[src/dtc_pkg.sv]
`default_nettype none
package dtc_pkg;
    // register map, byte addresses on the bus
    localparam logic [7:0] DTC_CTRL_OFS = 8'h00;
    localparam logic [7:0] DTC_STAT_OFS = 8'h04;
    // control field positions for timer a, plus the calendar enable; timer b sits one byte higher
    localparam int DTC_RUN_BIT = 0;
    localparam int DTC_FREEZE_BIT = 1;
    localparam int DTC_EDGE_LSB = 2;
    localparam int DTC_INV_BIT = 6;
    localparam int DTC_B_SHIFT = 8;
    localparam int DTC_RTC_BIT = 4;
    // only these control bits hold state; all others read zero
    localparam logic [31:0] DTC_WR_MASK = 32'h0000_4f5f;
    localparam logic [31:0] DTC_CTRL_RST = 32'h0000_0000;
    // status field positions
    localparam int DTC_ST_ADV_LSB = 0;
    localparam int DTC_ST_HALT_BIT = 2;
    localparam int DTC_ST_RTC_BIT = 3;
    // capture edge encodings
    localparam logic [1:0] DTC_EDGE_RISE = 2'h0;
    localparam logic [1:0] DTC_EDGE_FALL = 2'h1;
    localparam logic [1:0] DTC_EDGE_RESV = 2'h2;
    localparam logic [1:0] DTC_EDGE_BOTH = 2'h3;
endpackage
`default_nettype wire

[src/dtc_ctl_if.sv]
`timescale 1ns/1ps
`default_nettype none
// per-timer control fields from the register file to a gate unit
interface dtc_ctl_if;
    logic run;
    logic freeze;
    logic [1:0] edge_sel;
    logic invert;
    modport ctrl (output run, output freeze, output edge_sel, output invert);
    modport gate (input run, input freeze, input edge_sel, input invert);
endinterface
`default_nettype wire

[src/dtc_timer_gate.sv]
`timescale 1ns/1ps
`default_nettype none
module dtc_timer_gate (
    input wire logic clk_i,         // system clock
    input wire logic rst_i,         // synchronous reset, high
    dtc_ctl_if.gate ctl,            // control fields for this timer
    input wire logic halt_i,        // processor halted by debugger
    input wire logic pwm_raw_i,     // pwm from counting datapath
    input wire logic capture_pin_i, // capture input pin
    output logic advance_o,         // counter may advance this cycle
    output logic capture_evt_o,     // selected capture edge seen
    output logic pwm_o              // pwm after polarity
);
    logic pin_q;
    logic rise;
    logic fall;

    // counting allowed when enabled and not frozen by a debug halt
    always_ff @(posedge clk_i) begin
        if (rst_i) begin
            advance_o <= 1'b0;
        end else begin
            advance_o <= ctl.run && !(halt_i && ctl.freeze);
        end
    end

    // previous pin level for edge detection
    always_ff @(posedge clk_i) begin
        if (rst_i) begin
            pin_q <= 1'b0;
        end else begin
            pin_q <= capture_pin_i;
        end
    end

    assign rise = capture_pin_i && !pin_q;
    assign fall = !capture_pin_i && pin_q;

    // capture event per edge selection; reserved code never fires
    always_ff @(posedge clk_i) begin
        if (rst_i) begin
            capture_evt_o <= 1'b0;
        end else begin
            case (ctl.edge_sel)
                dtc_pkg::DTC_EDGE_RISE: capture_evt_o <= ctl.run && rise;
                dtc_pkg::DTC_EDGE_FALL: capture_evt_o <= ctl.run && fall;
                dtc_pkg::DTC_EDGE_BOTH: capture_evt_o <= ctl.run && (rise || fall);
                default: capture_evt_o <= 1'b0;
            endcase
        end
    end

    // output polarity
    always_ff @(posedge clk_i) begin
        if (rst_i) begin
            pwm_o <= 1'b0;
        end else begin
            pwm_o <= pwm_raw_i ^ ctl.invert;
        end
    end
endmodule
`default_nettype wire

[src/dtc_top.sv]
// What this block does
// - timer a runs only when its enable set
// - timer b runs only when its enable set
// - timer a freeze bit holds count during halt
// - timer b freeze bit holds count during halt
// - freeze bits ignored when processor not halted
// - timer a capture edge: rise, fall, both
// - timer b capture edge, same encoding
// - timer a pwm inverted when its bit set
// - timer b pwm inverted when its bit set
// - clock calendar advances only when enabled
// - reserved control bits read as zero
//
// Chosen here: the Wishbone register port and the address map.
`timescale 1ns/1ps
`default_nettype none
module dtc_top (
    input wire logic clk_i,              // system clock, 50 mhz
    input wire logic rst_i,              // synchronous reset, high
    input wire logic wb_cyc_i,           // wishbone cycle
    input wire logic wb_stb_i,           // wishbone strobe
    input wire logic wb_we_i,            // wishbone write
    input wire logic [7:0] wb_adr_i,     // wishbone byte address
    input wire logic [3:0] wb_sel_i,     // wishbone byte enables
    input wire logic [31:0] wb_dat_i,    // wishbone write data
    output logic [31:0] wb_dat_o,        // wishbone read data
    output logic wb_ack_o,               // wishbone acknowledge
    input wire logic debug_halt_i,       // processor halted by debugger
    input wire logic [1:0] pwm_raw_i,    // raw pwm, bit0 timer a
    input wire logic [1:0] capture_pin_i, // capture pins, bit0 timer a
    input wire logic rtc_tick_i,         // calendar tick request
    output logic [1:0] timer_run_o,      // enable bits to datapath
    output logic [1:0] timer_advance_o,  // count enable per timer
    output logic [1:0] capture_evt_o,    // capture event per timer
    output logic [1:0] pwm_o,            // pwm after polarity
    output logic rtc_advance_o           // calendar count step
);
    logic [31:0] ctrl_q;
    logic [31:0] lane_mask;
    logic [31:0] stat_word;
    logic access;
    logic [1:0] adv_w;
    logic [1:0] evt_w;
    logic [1:0] pwm_w;
    logic [1:0] run_q;

    // byte enables expanded to a bit mask
    function automatic logic [31:0] lanes(input logic [3:0] sel);
        lanes = {{8{sel[3]}}, {8{sel[2]}}, {8{sel[1]}}, {8{sel[0]}}};
    endfunction

    // one new request per handshake; ack drops the cycle after it is given
    assign access = wb_cyc_i && wb_stb_i && !wb_ack_o;
    assign lane_mask = lanes(wb_sel_i) & dtc_pkg::DTC_WR_MASK;

    // control register: only writable fields take data
    always_ff @(posedge clk_i) begin
        if (rst_i) begin
            ctrl_q <= dtc_pkg::DTC_CTRL_RST;
        end else if (access && wb_we_i && wb_adr_i == dtc_pkg::DTC_CTRL_OFS) begin
            ctrl_q <= (ctrl_q & ~lane_mask) | (wb_dat_i & lane_mask);
        end
    end

    // status word shows live gating state
    always_comb begin
        stat_word = 32'h0000_0000;
        stat_word[dtc_pkg::DTC_ST_ADV_LSB +: 2] = timer_advance_o;
        stat_word[dtc_pkg::DTC_ST_HALT_BIT] = debug_halt_i;
        stat_word[dtc_pkg::DTC_ST_RTC_BIT] = ctrl_q[dtc_pkg::DTC_RTC_BIT];
    end

    // bus answer: one wait state, unmapped reads return zero
    always_ff @(posedge clk_i) begin
        if (rst_i) begin
            wb_ack_o <= 1'b0;
            wb_dat_o <= 32'h0000_0000;
        end else begin
            wb_ack_o <= access;
            if (access && !wb_we_i) begin
                case (wb_adr_i)
                    dtc_pkg::DTC_CTRL_OFS: wb_dat_o <= ctrl_q & dtc_pkg::DTC_WR_MASK;
                    dtc_pkg::DTC_STAT_OFS: wb_dat_o <= stat_word;
                    default: wb_dat_o <= 32'h0000_0000;
                endcase
            end else begin
                wb_dat_o <= 32'h0000_0000;
            end
        end
    end

    // calendar tick passes only while the calendar enable bit is set
    always_ff @(posedge clk_i) begin
        if (rst_i) begin
            rtc_advance_o <= 1'b0;
        end else begin
            rtc_advance_o <= rtc_tick_i && ctrl_q[dtc_pkg::DTC_RTC_BIT];
        end
    end

    // registered copy of the enable bits for the datapath
    always_ff @(posedge clk_i) begin
        if (rst_i) begin
            run_q <= 2'b00;
        end else begin
            run_q[0] <= ctrl_q[dtc_pkg::DTC_RUN_BIT];
            run_q[1] <= ctrl_q[dtc_pkg::DTC_RUN_BIT + dtc_pkg::DTC_B_SHIFT];
        end
    end

    // one gate unit per sub-timer, fields of b one byte above a
    genvar i;
    generate
        for (i = 0; i < 2; i++) begin : g_tmr
            localparam int OFS = i * dtc_pkg::DTC_B_SHIFT;
            dtc_ctl_if ctl_if ();
            assign ctl_if.run = ctrl_q[dtc_pkg::DTC_RUN_BIT + OFS];
            assign ctl_if.freeze = ctrl_q[dtc_pkg::DTC_FREEZE_BIT + OFS];
            assign ctl_if.edge_sel = ctrl_q[dtc_pkg::DTC_EDGE_LSB + OFS +: 2];
            assign ctl_if.invert = ctrl_q[dtc_pkg::DTC_INV_BIT + OFS];
            dtc_timer_gate u_gate (
                .clk_i(clk_i),
                .rst_i(rst_i),
                .ctl(ctl_if),
                .halt_i(debug_halt_i),
                .pwm_raw_i(pwm_raw_i[i]),
                .capture_pin_i(capture_pin_i[i]),
                .advance_o(adv_w[i]),
                .capture_evt_o(evt_w[i]),
                .pwm_o(pwm_w[i])
            );
        end
    endgenerate

    // outputs taken from the gate flip-flops, run bits from run_q
    assign timer_advance_o = adv_w;
    assign capture_evt_o = evt_w;
    assign pwm_o = pwm_w;
    assign timer_run_o = run_q;
endmodule
`default_nettype wire

[config.mk]
export PLATFORM = sky130hd
export DESIGN_NAME = dtc_top
export DESIGN_NICKNAME = d
export VERILOG_FILES = /design/src/dtc_pkg.sv /design/src/dtc_ctl_if.sv /design/src/dtc_timer_gate.sv /design/src/dtc_top.sv
export SDC_FILE = /design/constraint.sdc
export NUM_CORES = 1
export LEC_CHECK = 0
export ABC_AREA = 1
export BUFFER_PORTS_ARGS = -buffer_cell sky130_fd_sc_hd__buf_2
export CAP_MARGIN = 5
export CORE_MARGIN = 4
export CORE_UTILIZATION = 43
export DETAILED_ROUTE_END_ITERATION = 10
export GPL_ROUTABILITY_DRIVEN = 0
export PLACE_DENSITY = 0.75
export SYNTH_ARGS = -nofsm -noshare
export SYNTH_HDL_FRONTEND = slang
export SYNTH_SLANG_ARGS = --single-unit
[constraint.sdc]
create_clock -name clk_i -period 1.2 [get_ports clk_i]
set_input_delay 0.24 -clock clk_i [delete_from_list [all_inputs] [get_ports clk_i]]
set_output_delay 0.24 -clock clk_i [all_outputs]
set_load 0.02 [all_outputs]
# Yosys cells after proc, flatten, opt, wreduce, memory -nomap -nowiden
# Cells that the tools add are included.
[word_totals]
regBits = 76
inputBits = 55
output_inout_bits = 42
wordCells = 62
[classes]
n_eq_ne = 5
mux = 3
bitwise_logic = 7
reduce_logical = 34
[ops]
columns = ["operator", "count"]
rows = [
  ["32-bit by 15-bit AND with 32-bit output", 1],
  ["32-bit AND", 1],
  ["15-bit NOT with 32-bit output", 1],
  ["32-bit OR", 1],
  ["15-bit one-hot mux with 2 select lines", 1],
  ["1-bit logical AND", 20],
  ["8-bit by 3-bit == test with 1-bit output, second input constant", 1],
  ["1-bit logical NOT", 8],
  ["8-bit logical NOT", 1],
  ["1-bit one-hot mux with 3 select lines", 2],
  ["2-bit by 1-bit == test with 1-bit output, second input constant", 2],
  ["2-bit == test, second input constant", 2],
  ["2-bit logical NOT", 2],
  ["1-bit logical OR", 2],
  ["2-bit OR reduction", 1],
  ["1-bit XOR", 2],
  ["1-bit NOT", 1],
]

# Longest topological paths before layout
# Gate-level depths: netlist (run 1).
[logic_depth]
word_depth = 5
depth_mapped = 7
depth_no_buf = 7

# By module
# Synthesis (run 1) repeated with hierarchy kept, for this count alone.
[hier_totals]
cells_unflattened = 216
area_unflattened_um2 = 1669.1
[modules_own_cells]
columns = ["mod", "instances", "cells_per_inst", "area_per_inst_um2", "seq_area_each_um2"]
rows = [
  ["dtc_top", 1, 172, 1306.3, 520.5],
  ["dtc_timer_gate", 2, 22, 181.4, 80.1],
]

# Worst setup path before layout (run 1)
# No wires, ideal clock.
[synth_path]
path_type = "register -> register"
start = "reg wb_ack_o"
end = "reg with a tool-made name"
setup_ns = 0.110
t_arrival_ns = 1.068
required_time_ns = 1.090
slack_ns = 0.022
path_stages_with_launch = 8
path_buffers = 1
period_less_slack_ns = 1.178
path_cell_list = "dfxtp_1 > inv_1 > nand3_1 > nor2_4 > buf_6 > nand4_1 > nand2_1 > nor2_1"
[synth_rtl]
columns = ["item", "line_no", "source"]
rows = [
  ["start, declared", "dtc_top.sv:27", "output logic wb_ack_o,"],
  ["start signal, assigned", "dtc_top.sv:79", "wb_ack_o <= access;"],
]

==> impl_metrics.xml, run 1 <==
<?xml version="1.0" encoding="UTF-8"?>
<metrics>
  <group name="placed_design">
    <metric name="portBuffers" unit="">52</metric>
    <metric name="dpl.hpwl" unit="um">2490</metric>
  </group>
  <group name="power">
    <metric name="internal-power" unit="mW">1.68</metric>
    <metric name="comb_power_share" unit="">0.107</metric>
    <metric name="switchingPower" unit="mW">0.535</metric>
    <metric name="cellLeakagePower" unit="nW">1.06</metric>
    <metric name="p_clk_frac" unit="">0.378</metric>
    <metric name="p_sw_frac" unit="">0.242</metric>
    <metric name="powerDensity" unit="mW/mm2">1090</metric>
    <metric name="seq_power_share" unit="">0.515</metric>
    <metric name="worst_ir_drop_vdd" unit="uV">348</metric>
  </group>
  <group name="critical_path">
    <metric name="worst-endpoint-required" unit="ns">1.41</metric>
    <metric name="family_with_the_most_delay_on_the_worst_path" unit="">simple AND/OR/NAND/NOR gates</metric>
    <metric name="crit_chain" unit="">inv_2 -&gt; nand3_4 -&gt; nor2_4 -&gt; buf_12 -&gt; nand3_4 -&gt; nand2_1 -&gt; inv_1 -&gt; nor2_1</metric>
    <metric name="ff2ff_setup_slack" unit="ns">0.01</metric>
    <metric name="path_class" unit="">reg -&gt; reg</metric>
    <metric name="end_kind" unit="">flip-flop</metric>
    <metric name="critical_path.max_stage_delay" unit="ns">0.33</metric>
    <metric name="worst_ep_arrival_time" unit="ns">1.40</metric>
    <metric name="worstPathBufferInverterCount" unit="">3</metric>
    <metric name="critical_path.most_common_cell" unit="">nand3_4</metric>
    <metric name="path_max_fanout" unit="">7</metric>
    <metric name="critical_path.slowest_cell" unit="">dfxtp_2</metric>
    <metric name="worst_r2r_startpoint" unit="">wb_ack_o</metric>
    <metric name="r2r.worst_path.cells" unit="">8</metric>
    <metric name="startpoint_type" unit="">flip-flop</metric>
  </group>
  <group name="cells_and_area">
    <metric name="area.sequential" unit="um2">682</metric>
    <metric name="num-fill-cells" unit="">371</metric>
    <metric name="drive_above_1_share" unit="">0.343</metric>
    <metric name="area_added_between_synthesis_and_finish" unit="%">21.0</metric>
    <metric name="antenna_cells" unit="">0</metric>
    <metric name="final_nets" unit="">326</metric>
    <metric name="multi_input_area" unit="um2">682</metric>
  </group>
  <group name="route">
    <metric name="detailedRoute.firstPassIterationCount" unit="">4</metric>
    <metric name="totalWireLength" unit="um">3310</metric>
    <metric name="initialDrtViolationCount" unit="">45</metric>
    <metric name="remaining_drc_errors" unit="">0</metric>
    <metric name="vias_per_cell" unit="">4.23</metric>
    <metric name="postRouteAntennaNets" unit="">0</metric>
    <metric name="post_drt_wl_per_cell" unit="um">10.5</metric>
    <metric name="vias" unit="">1337</metric>
  </group>
  <group name="synthesis">
    <metric name="async_flop_share" unit="">0</metric>
    <metric name="synth.lib_cells_used.distinct" unit="">25</metric>
    <metric name="synth.yosys.seq_area_share" unit="">0.407</metric>
    <metric name="netlist_top_cells_area" unit="">dfxtp_1 41%, buf_4 12%, inv_1 9.7%</metric>
    <metric name="syn_area" unit="mm2">0.00167</metric>
    <metric name="yosysWarnings" unit="">0</metric>
    <metric name="yosys-top-cells-count" unit="">43 x inv_1, 34 x dfxtp_1, 28 x nand2_1</metric>
    <metric name="number_of_enable_flip_flop_cells_after_synthesis" unit="">0</metric>
    <metric name="synth.most_common_cell" unit="">inv_1</metric>
    <metric name="netlist.area_leader.share" unit="">0.407</metric>
    <metric name="synth_cells" unit="">213</metric>
    <metric name="syn_area_per_cell" unit="um2">7.85</metric>
    <metric name="yosys_register_bits" unit="">34</metric>
    <metric name="synth_ff_type" unit="">dfxtp_1</metric>
    <metric name="synth_largest_area_cell" unit="">dfxtp_1</metric>
  </group>
  <group name="worst_hold_path">
    <metric name="min-delay-start" unit="">debug_halt_i</metric>
    <metric name="hold_depth" unit="">2</metric>
    <metric name="timing.hold.worst.class" unit="">in -&gt; reg</metric>
    <metric name="min_to" unit="">g_tmr[0].u_gate.advance_o</metric>
  </group>
  <group name="die">
    <metric name="io_pins" unit="">97</metric>
    <metric name="chipWidth" unit="um">70.4</metric>
    <metric name="coreArea" unit="mm2">0.00372</metric>
    <metric name="die_h" unit="um">70.4</metric>
    <metric name="floorplan.initialDensity" unit="">0.450</metric>
    <metric name="die-area" unit="mm2">0.00495</metric>
    <metric name="num_rows" unit="">22</metric>
  </group>
  <group name="clocking">
    <metric name="tritoncts_clock_tree" unit="">built</metric>
    <metric name="clk-insertion-delay-late" unit="ns">0.27</metric>
    <metric name="clk_pin_slew_worst_setup_hold_paths" unit="ns">0.07</metric>
    <metric name="tritoncts.num_buffers" unit="">5</metric>
    <metric name="clk_root_buffer_cell" unit="">clkbuf_8</metric>
    <metric name="clock_tree.htree_level_count" unit="">2</metric>
    <metric name="cts-hold-fix-buffers" unit="">0</metric>
    <metric name="cts_max_path_buffers" unit="">2</metric>
    <metric name="numClockSinks" unit="">34</metric>
  </group>
  <group name="global_route">
    <metric name="grt_pass1_wl" unit="um">5350</metric>
    <metric name="grt-ovfl-total" unit="">0</metric>
    <metric name="grt_use_total" unit="">0.135</metric>
    <metric name="grt_antenna_before_repair" unit="">0</metric>
    <metric name="grt_start_max_net_pins" unit="">18</metric>
    <metric name="grt_pass1_vias" unit="">1294</metric>
  </group>
  <group name="sta">
    <metric name="rsz0062_at_grt" unit="">true</metric>
    <metric name="setup_total_negative_slack" unit="ns">0</metric>
    <metric name="hold_viol" unit="">0</metric>
    <metric name="final-setup-viol-count" unit="">0</metric>
    <metric name="post_route_minimum_period" unit="ns">1.19</metric>
    <metric name="clock_skew" unit="ns">0.00538</metric>
    <metric name="hold_slack" unit="ns">0.191</metric>
    <metric name="report.final.slew_viol_count" unit="">0</metric>
    <metric name="post-route-period-util" unit="">0.991</metric>
    <metric name="maximum_achievable_frequency" unit="MHz">841</metric>
  </group>
  <group name="flow_run">
    <metric name="max_cap_viol_count" unit="">0</metric>
  </group>
  <group name="status">
    <metric name="status" unit="">finished clean</metric>
  </group>
</metrics>
## placed cells by master, fill, tap and decap left out
master	netlist	layout
nand3b_1	1	1
a21oi_2	3	3
nand4_1	11	11
buf_4	27	5
inv_2	1	3
inv_1	43	41
conb_1	1	21
nor3_2	0	2
xnor2_1	2	2
nor2_8	1	1
a21oi_1	6	6
nand3_4	2	3
clkbuf_1	0	1
nand3_1	5	4
clkbuf_16	0	1
nor2_1	20	19
nand2_2	5	7
o21ai_0	2	2
nor2_4	1	1
clkbuf_8	0	6
dfxtp_2	0	1
ha_1	4	4
nor2_2	4	5
buf_12	0	1
nor3_1	7	5
buf_2	1	52
dfxtp_1	34	33
nand2_1	28	26
clkinv_2	0	1
## power groups by stage
stage | Clock (mW) | Sequential [mW] | Combinational, mW
after floorplan | 0 | 1.17 | 0.191
after global placement | 0 | 1.17 | 0.215
after detailed placement | 0 | 1.17 | 0.218
after CTS | 0.861 | 1.14 | 0.221
after global routing | 0.902 | 1.14 | 0.261
final | 0.838 | 1.14 | 0.236
## worst max-delay path by stage
stage	start	endpoint	slack, ns	cells past startpoint
global route	wb_ack_o	flip-flop	-0.06	8
detailed placement	wb_adr_i[7]	flip-flop	-0.12	8
CTS	wb_ack_o	flip-flop	0.03	8
global placement	wb_adr_i[7]	flip-flop	-0.04	8
floorplan	wb_ack_o	flip-flop	0.02	7
finish	wb_ack_o	flip-flop	0.01	8
## area by class of cell
class,count,area share
repair buffers,59,0.169
well taps,48,0.0297
multi-input cells,123,0.337
inverters,44,0.0816
flip-flops and latches,34,0.337
clock inverters,1,0.00247
clock buffers,7,0.0427
## kinds of logic (layout without fill, tap and decap cells)
kind of cell	after synthesis	count (layout)	synth area share
simple gates	85	85	0.263
compound gates	11	11	0.0397
flops	34	34	0.407
fa+ha+maj	4	4	0.0299
buf+inv	76	111	0.248
other cells	1	21	0.00224
xor+xnor	2	2	0.0105
## worst reg2reg max path: cells and delay by family (launching register included)
family,cells,cell delay [ns]
buf+inv,3,0.26
flops,1,0.33
simple gates,5,0.55
## metal layers
metal  routed length [um]  vias to the layer above  global-route usage
li1                     -                      701                   -
met1                 1370                      574               0.155
met2                 1550                       58               0.218
met3                  338                        4              0.0417
met4                   56                        0              0.0787
met5                    0                        -                   0
## repair_timing
item                                    4_1_cts  5_1_grt
cloned                                        0        1
endpoints found under the setup margin        1       10
resized for setup                             1        9
pin swaps                                     0        2
buffers inserted                              0        1
## per-stage QoR
step | util | power [mW] | setup WS, ns | area, um2 | instances
global placement | 0.503 | 1.38 | -0.0446 | 1870 | 306
finish | 0.544 | 2.21 | 0.0103 | 2020 | 316
floorplan | - | 1.36 | 0.0222 | 1750 | 233
detailed placement | 0.503 | 1.38 | -0.124 | 1870 | 306
CTS | 0.529 | 2.22 | 0.0323 | 1960 | 314
global route | 0.544 | 2.30 | -0.0566 | 2020 | 316
Note: power is estimated with default switching activity, not from simulation.
==> run 2, diff against run 1 <==
--- a/config.mk
+++ b/config.mk
@@ -13,6 +13,7 @@
 export DETAILED_ROUTE_END_ITERATION = 10
 export GPL_ROUTABILITY_DRIVEN = 0
 export PLACE_DENSITY = 0.75
+export REMOVE_ABC_BUFFERS = 1
 export SYNTH_ARGS = -nofsm -noshare
 export SYNTH_HDL_FRONTEND = slang
 export SYNTH_SLANG_ARGS = --single-unit
==> run 2 against run 1 <==
  * Sequential share of layout area is 0.063 points higher
  * Utilization is 0.10 points lower
  * Non-clock buffer count stayed put
  * Register-to-register slack better by 0.04 ns
  * Clock power is 1% higher
  * Largest cell class unchanged
==> impl_metrics.xml, run 2 (synthesized netlist as in run 1, its figures left out) <==
<?xml version="1.0" encoding="UTF-8"?>
<metrics>
  <group name="critical_path">
    <metric name="path_class" unit="">reg -&gt; reg</metric>
    <metric name="end_kind" unit="">flip-flop</metric>
    <metric name="path_max_fanout" unit="">6</metric>
    <metric name="worst-endpoint-required" unit="ns">1.38</metric>
    <metric name="cp-startpoint" unit="">wb_ack_o</metric>
    <metric name="worst_r2r_startpoint" unit="">wb_ack_o</metric>
    <metric name="startpoint_type" unit="">flip-flop</metric>
    <metric name="worst_ep_arrival_time" unit="ns">1.33</metric>
  </group>
  <group name="die">
    <metric name="floorplan.initialDensity" unit="">0.450</metric>
    <metric name="coreArea" unit="mm2">0.00372</metric>
    <metric name="chipWidth" unit="um">70.4</metric>
    <metric name="die-area" unit="mm2">0.00495</metric>
    <metric name="num_rows" unit="">22</metric>
    <metric name="die_h" unit="um">70.4</metric>
    <metric name="io_pins" unit="">97</metric>
  </group>
  <group name="route">
    <metric name="totalWireLength" unit="um">3360</metric>
    <metric name="detailedRoute.firstPassIterationCount" unit="">4</metric>
    <metric name="remaining_drc_errors" unit="">0</metric>
    <metric name="initialDrtViolationCount" unit="">42</metric>
    <metric name="vias" unit="">1345</metric>
    <metric name="postRouteAntennaNets" unit="">0</metric>
    <metric name="vias_per_cell" unit="">4.26</metric>
    <metric name="post_drt_wl_per_cell" unit="um">10.6</metric>
  </group>
  <group name="clocking">
    <metric name="clock_tree.htree_level_count" unit="">2</metric>
    <metric name="clk-insertion-delay-late" unit="ns">0.29</metric>
    <metric name="cts_max_path_buffers" unit="">2</metric>
    <metric name="tritoncts_clock_tree" unit="">built</metric>
    <metric name="clk_root_buffer_cell" unit="">clkbuf_8</metric>
    <metric name="tritoncts.num_buffers" unit="">5</metric>
    <metric name="clk_pin_slew_worst_setup_hold_paths" unit="ns">0.06</metric>
    <metric name="numClockSinks" unit="">34</metric>
  </group>
  <group name="sta">
    <metric name="post_route_minimum_period" unit="ns">1.15</metric>
    <metric name="hold_viol" unit="">0</metric>
    <metric name="final-setup-viol-count" unit="">0</metric>
    <metric name="rsz0062_at_grt" unit="">true</metric>
    <metric name="maximum_achievable_frequency" unit="MHz">872</metric>
    <metric name="report.final.slew_viol_count" unit="">0</metric>
    <metric name="setup_total_negative_slack" unit="ns">0</metric>
    <metric name="post-route-period-util" unit="">0.956</metric>
    <metric name="clock_skew" unit="ns">0.00482</metric>
  </group>
  <group name="power">
    <metric name="comb_power_share" unit="">0.106</metric>
    <metric name="cellLeakagePower" unit="nW">1.06</metric>
    <metric name="worst_ir_drop_vdd" unit="uV">440</metric>
    <metric name="powerDensity" unit="mW/mm2">1100</metric>
    <metric name="internal-power" unit="mW">1.68</metric>
    <metric name="p_sw_frac" unit="">0.244</metric>
    <metric name="seq_power_share" unit="">0.512</metric>
    <metric name="switchingPower" unit="mW">0.544</metric>
    <metric name="p_clk_frac" unit="">0.381</metric>
  </group>
  <group name="cells_and_area">
    <metric name="layout_commonest_cell" unit="">buf_2</metric>
    <metric name="final_cell_count_no_fill" unit="">316</metric>
    <metric name="drive_above_1_share" unit="">0.343</metric>
    <metric name="antenna_cells" unit="">0</metric>
    <metric name="area_added_between_synthesis_and_finish" unit="%">20.8</metric>
    <metric name="layout.cells.most_common_list" unit="">52 x buf_2, 40 x inv_1, 33 x dfxtp_1</metric>
    <metric name="final_nets" unit="">326</metric>
  </group>
  <group name="global_route">
    <metric name="grt_pass1_wl" unit="um">5400</metric>
    <metric name="grt_use_met1" unit="">0.153</metric>
    <metric name="grt_antenna_before_repair" unit="">0</metric>
    <metric name="grt_busiest_layer" unit="">met2</metric>
    <metric name="grt_start_max_net_pins" unit="">16</metric>
    <metric name="grt_use_total" unit="">0.138</metric>
    <metric name="gr-usage-met3" unit="">0.0374</metric>
    <metric name="groute.layer.met2.usage" unit="">0.232</metric>
    <metric name="grt_pass1_vias" unit="">1277</metric>
    <metric name="grt-ovfl-total" unit="">0</metric>
  </group>
  <group name="worst_hold_path">
    <metric name="min-delay-start" unit="">rst_i</metric>
    <metric name="timing.hold.worst.class" unit="">in -&gt; reg</metric>
  </group>
  <group name="placed_design">
    <metric name="post-place-cells" unit="">306</metric>
    <metric name="dpl.hpwl" unit="um">2520</metric>
    <metric name="portBuffers" unit="">52</metric>
  </group>
  <group name="flow_run">
    <metric name="max_cap_viol_count" unit="">0</metric>
  </group>
  <group name="status">
    <metric name="status" unit="">finished clean</metric>
  </group>
</metrics>
run 2: per-layer routing:
metal	wire (um)	part of all wire	up-vias
li1	-	-	704
met1	1380	0.41	580
met2	1600	0.48	51
met3	281	0.084	10
met4	94	0.028	0
met5	0	0	-
run 2: cell type report:
cell class	count	area, um2
Tap cell	48	60.1
Multi-Input combinational cell	123	674
Clock inverter	1	5.00
Sequential cell	34	682
Timing Repair Buffer	59	347
Clock buffer	7	86.3
Fill cell	348	1700
Inverter	44	165
run 2: power groups by stage:
stage	sequential, mW	combinational [mW]	clock, mW
2_1_floorplan	1.17	0.118	0
3_3_place_gp	1.17	0.216	0
3_5_place_dp	1.17	0.220	0
4_1_cts	1.14	0.222	0.866
5_1_grt	1.14	0.262	0.914
6_report	1.14	0.237	0.849
run 2: worst paths after layout:
path	to	slack, ns	depth (start not counted)
setup reg to reg	flip-flop	0.05	8
hold reg to reg	g_tmr[1].u_gate.advance_o	0.43	1
setup / recovery	flip-flop	0.05	8
hold / removal	g_tmr[1].u_gate.pwm_o	0.19	2
run 2: timing repair:
action                                  4_1_cts  5_1_grt
endpoints found under the setup margin        0       22
hold buffers                                  0        0
setup buffers                                 0        1
hold endpoints to repair                      0        0
resized for setup                             0       11
run 2: metrics by stage:
stage | power [mW] | utilization | worst slack [ns] | hold WS [ns] | area [um2]
floorplan | 1.29 | - | -0.0248 | 0.312 | 1500
global placement | 1.38 | 0.503 | -0.0382 | 0.414 | 1870
detailed placement | 1.39 | 0.503 | -0.0835 | 0.420 | 1870
CTS | 2.23 | 0.527 | 0.00566 | 0.181 | 1960
global route | 2.32 | 0.543 | -0.0376 | 0.189 | 2020
finish | 2.23 | 0.543 | 0.0532 | 0.185 | 2020
run 2: worst max-delay path, cell delays in order, from the launching register on:
cell	delay [ns]
dfxtp_2	0.32
inv_2	0.06
nand3_4	0.07
nor2_4	0.15
buf_6	0.12
clkbuf_16	0.13
nand4_1	0.08
nand2_1	0.07
nor2_1	0.05
==> run 3, diff against run 2 <==
--- a/config.mk
+++ b/config.mk
@@ -5,14 +5,15 @@
 export SDC_FILE = /design/constraint.sdc
 export NUM_CORES = 1
 export LEC_CHECK = 0
-export ABC_AREA = 1
 export BUFFER_PORTS_ARGS = -buffer_cell sky130_fd_sc_hd__buf_2
 export CAP_MARGIN = 5
+export CORE_ASPECT_RATIO = 0.6
 export CORE_MARGIN = 4
-export CORE_UTILIZATION = 43
+export CORE_UTILIZATION = 42
 export DETAILED_ROUTE_END_ITERATION = 10
 export GPL_ROUTABILITY_DRIVEN = 0
 export PLACE_DENSITY = 0.75
+export RECOVER_POWER = 50
 export REMOVE_ABC_BUFFERS = 1
 export SYNTH_ARGS = -nofsm -noshare
 export SYNTH_HDL_FRONTEND = slang
==> run 3 against run 2 <==
  * The flow now finishes with violations (negative setup slack)
  * Critical path type is now in -> reg
  * Combinational power fell by 2%
  * Global-route usage decreased by 1.2 points
  * Cell count down 19%
  * Sequential share of layout area increased by 2.0 points
  * Register-to-register slack lost 0.11 ns
  * Utilization increased by 2.0 points
  * Worst setup slack worse by 0.23 ns
  * Synthesized area decreased by 7.9%
  * Clock-buffer cell count unchanged
  * Worst hold slack worse by 0.0093 ns
  * Cell area is 5.6% lower
==> impl_metrics.xml, run 3 <==
<?xml version="1.0" encoding="UTF-8"?>
<metrics>
  <group name="power">
    <metric name="powerDensity" unit="mW/mm2">1160</metric>
    <metric name="switchingPower" unit="mW">0.517</metric>
    <metric name="cellLeakagePower" unit="nW">0.881</metric>
    <metric name="p_clk_frac" unit="">0.379</metric>
    <metric name="power" unit="mW">2.21</metric>
    <metric name="internal-power" unit="mW">1.70</metric>
    <metric name="seq_power_share" unit="">0.516</metric>
    <metric name="p_sw_frac" unit="">0.234</metric>
    <metric name="worst_ir_drop_vdd" unit="uV">607</metric>
    <metric name="comb_power_share" unit="">0.105</metric>
  </group>
  <group name="clocking">
    <metric name="cts_max_path_buffers" unit="">2</metric>
    <metric name="clk_root_buffer_cell" unit="">clkbuf_8</metric>
    <metric name="clock_tree.htree_level_count" unit="">2</metric>
    <metric name="clk_pin_slew_worst_setup_hold_paths" unit="ns">0.07</metric>
    <metric name="clk-insertion-delay-late" unit="ns">0.28</metric>
    <metric name="tritoncts_clock_tree" unit="">built</metric>
    <metric name="numClockSinks" unit="">34</metric>
    <metric name="tritoncts.num_buffers" unit="">5</metric>
    <metric name="cts-hold-fix-buffers" unit="">0</metric>
  </group>
  <group name="die">
    <metric name="num_rows" unit="">16</metric>
    <metric name="die-area" unit="mm2">0.00473</metric>
    <metric name="io_pins" unit="">97</metric>
    <metric name="die_h" unit="um">54.9</metric>
    <metric name="coreArea" unit="mm2">0.00338</metric>
    <metric name="floorplan.initialDensity" unit="">0.455</metric>
    <metric name="chipWidth" unit="um">86.1</metric>
  </group>
  <group name="global_route">
    <metric name="grt_pass1_wl" unit="um">4400</metric>
    <metric name="grt_pass1_vias" unit="">981</metric>
    <metric name="grt_use_total" unit="">0.126</metric>
    <metric name="grt_start_max_net_pins" unit="">27</metric>
    <metric name="grt_antenna_before_repair" unit="">0</metric>
    <metric name="grt-ovfl-total" unit="">0</metric>
  </group>
  <group name="cells_and_area">
    <metric name="drive_above_1_share" unit="">0.332</metric>
    <metric name="antenna_cells" unit="">0</metric>
    <metric name="area_added_between_synthesis_and_finish" unit="%">23.9</metric>
    <metric name="area.sequential" unit="um2">682</metric>
    <metric name="finalCoreUtilization" unit="">0.564</metric>
    <metric name="multi_input_area" unit="um2">718</metric>
    <metric name="layout_commonest_cell" unit="">buf_2</metric>
    <metric name="final_nets" unit="">269</metric>
    <metric name="layout.cells.most_common_list" unit="">43 x buf_2, 33 x dfxtp_1, 22 x nand2b_1</metric>
    <metric name="num-fill-cells" unit="">323</metric>
  </group>
  <group name="critical_path">
    <metric name="critical_path.most_common_cell" unit="">or4_4</metric>
    <metric name="worst_ep_arrival_time" unit="ns">1.60</metric>
    <metric name="path_max_fanout" unit="">7</metric>
    <metric name="worst_r2r_startpoint" unit="">wb_ack_o</metric>
    <metric name="family_with_the_most_delay_on_the_worst_path" unit="">simple AND/OR/NAND/NOR gates</metric>
    <metric name="path_class" unit="">in -&gt; reg</metric>
    <metric name="worst-endpoint-required" unit="ns">1.42</metric>
    <metric name="critical_path.slowest_cell" unit="">or4_4</metric>
    <metric name="ff2ff_setup_slack" unit="ns">-0.06</metric>
    <metric name="cp-startpoint" unit="">wb_adr_i[6]</metric>
    <metric name="end_kind" unit="">flip-flop</metric>
    <metric name="critical_path.max_stage_delay" unit="ns">0.57</metric>
    <metric name="startpoint_type" unit="">input port</metric>
    <metric name="worstPathBufferInverterCount" unit="">1</metric>
    <metric name="crit_chain" unit="">buf_6 -&gt; or4_4 -&gt; or4_4 -&gt; nor2_2</metric>
  </group>
  <group name="route">
    <metric name="initialDrtViolationCount" unit="">19</metric>
    <metric name="vias" unit="">1096</metric>
    <metric name="postRouteAntennaNets" unit="">0</metric>
    <metric name="vias_per_cell" unit="">4.28</metric>
    <metric name="post_drt_wl_per_cell" unit="um">11.4</metric>
    <metric name="detailedRoute.firstPassIterationCount" unit="">4</metric>
    <metric name="remaining_drc_errors" unit="">0</metric>
    <metric name="totalWireLength" unit="um">2910</metric>
  </group>
  <group name="synthesis">
    <metric name="number_of_enable_flip_flop_cells_after_synthesis" unit="">0</metric>
    <metric name="synth.lib_cells_used.distinct" unit="">23</metric>
    <metric name="syn_area" unit="mm2">0.00154</metric>
    <metric name="synth.most_common_cell" unit="">dfxtp_1</metric>
    <metric name="async_flop_share" unit="">0</metric>
    <metric name="yosys_register_bits" unit="">34</metric>
    <metric name="syn_area_per_cell" unit="um2">9.99</metric>
    <metric name="yosys-top-cells-count" unit="">34 x dfxtp_1, 27 x buf_4, 22 x nand2b_1</metric>
    <metric name="synth_ff_type" unit="">dfxtp_1</metric>
    <metric name="synth_largest_area_cell" unit="">dfxtp_1</metric>
    <metric name="synth_cells" unit="">154</metric>
    <metric name="yosysWarnings" unit="">0</metric>
    <metric name="netlist.area_leader.share" unit="">0.442</metric>
    <metric name="netlist_top_cells_area" unit="">dfxtp_1 44%, buf_4 13%, mux2i_1 10%</metric>
    <metric name="synth.yosys.seq_area_share" unit="">0.442</metric>
  </group>
  <group name="sta">
    <metric name="maximum_achievable_frequency" unit="MHz">726</metric>
    <metric name="rsz0062_at_grt" unit="">true</metric>
    <metric name="post-route-period-util" unit="">1.15</metric>
    <metric name="clock_skew" unit="ns">0.00332</metric>
    <metric name="report.final.slew_viol_count" unit="">0</metric>
    <metric name="hold_viol" unit="">0</metric>
    <metric name="post_route_minimum_period" unit="ns">1.38</metric>
    <metric name="layout_setup_ws" unit="ns">-0.178</metric>
    <metric name="final-setup-viol-count" unit="">18</metric>
  </group>
  <group name="placed_design">
    <metric name="portBuffers" unit="">52</metric>
    <metric name="dpl.hpwl" unit="um">2230</metric>
  </group>
  <group name="worst_hold_path">
    <metric name="min-delay-start" unit="">rtc_tick_i</metric>
    <metric name="timing.hold.worst.class" unit="">in -&gt; reg</metric>
  </group>
  <group name="status">
    <metric name="status" unit="">finished, violations left</metric>
    <metric name="failing_checks" unit="">negative setup slack</metric>
  </group>
  <group name="flow_run">
    <metric name="max_cap_viol_count" unit="">0</metric>
  </group>
</metrics>
## run 3: final timing paths
check        cells past startpoint                        end
max                              4               wb_dat_o[14]
min                              3              rtc_advance_o
max reg2reg                      3               wb_dat_o[14]
min reg2reg                      1  g_tmr[1].u_gate.advance_o
## run 3: per-layer routing
layer	share of wire	wire, um	track usage
met1	0.46	1340	0.158
met3	0.096	279	0.0459
met2	0.43	1250	0.194
met4	0.016	47	0.0632
met5	0	0	0
## run 3: stage by stage
stage               instance area, um2  TNS, ns  hold slack (ns)  worst slack [ns]  cells
floorplan                         1390    -6.11            0.307            -0.374    143
global placement                  1740    -8.69            0.418            -0.470    245
detailed placement                1740    -9.07            0.428            -0.490    245
CTS                               1900    -1.98            0.168            -0.175    254
global route                      1910    -3.00            0.166            -0.187    256
finish                            1910    -2.01            0.176            -0.178    256
## run 3: final cells by class
cell class	instances	share of cell area
Sequential cell	34	0.358
Clock buffer	7	0.0453
Clock inverter	1	0.00262
Tap cell	45	0.0295
Inverter	7	0.0138
Timing Repair Buffer	60	0.175
Multi-Input combinational cell	102	0.377
## run 3: repair_timing
action	4_1_cts	5_1_grt
buffers inserted	1	2
endpoints found under the setup margin	22	22
pin swaps	7	5
resized for setup	10	1
## run 3: power groups by stage
stage                     registers [mW]  clock network [mW]  logic, mW
after CTS                           1.14               0.868      0.228
after detailed placement            1.17                   0      0.210
after floorplan                     1.17                   0      0.115
final                               1.14               0.840      0.232
after global placement              1.16                   0      0.207
after global routing                1.14               0.922      0.255
## run 3: logic make-up (layout without fill, tap and decap cells)
family / Yosys count / count (layout) / share of synthesized area
AND/OR/NAND/NOR: 54 / 54 / 0.224
XOR/XNOR: 2 / 2 / 0.0114
AO/OA/AOI/OAI: 5 / 5 / 0.0203
other: 1 / 21 / 0.00244
adder cells (fa/ha/maj): 4 / 4 / 0.0325
flip-flops: 34 / 34 / 0.442
multiplexers: 16 / 16 / 0.104
buffers and inverters: 38 / 75 / 0.163
## run 3: tightest hold or removal path: cells and delay by family
family	cells	cell delay (ns)
buf+inv	2	0.13
simple gates	1	0.03
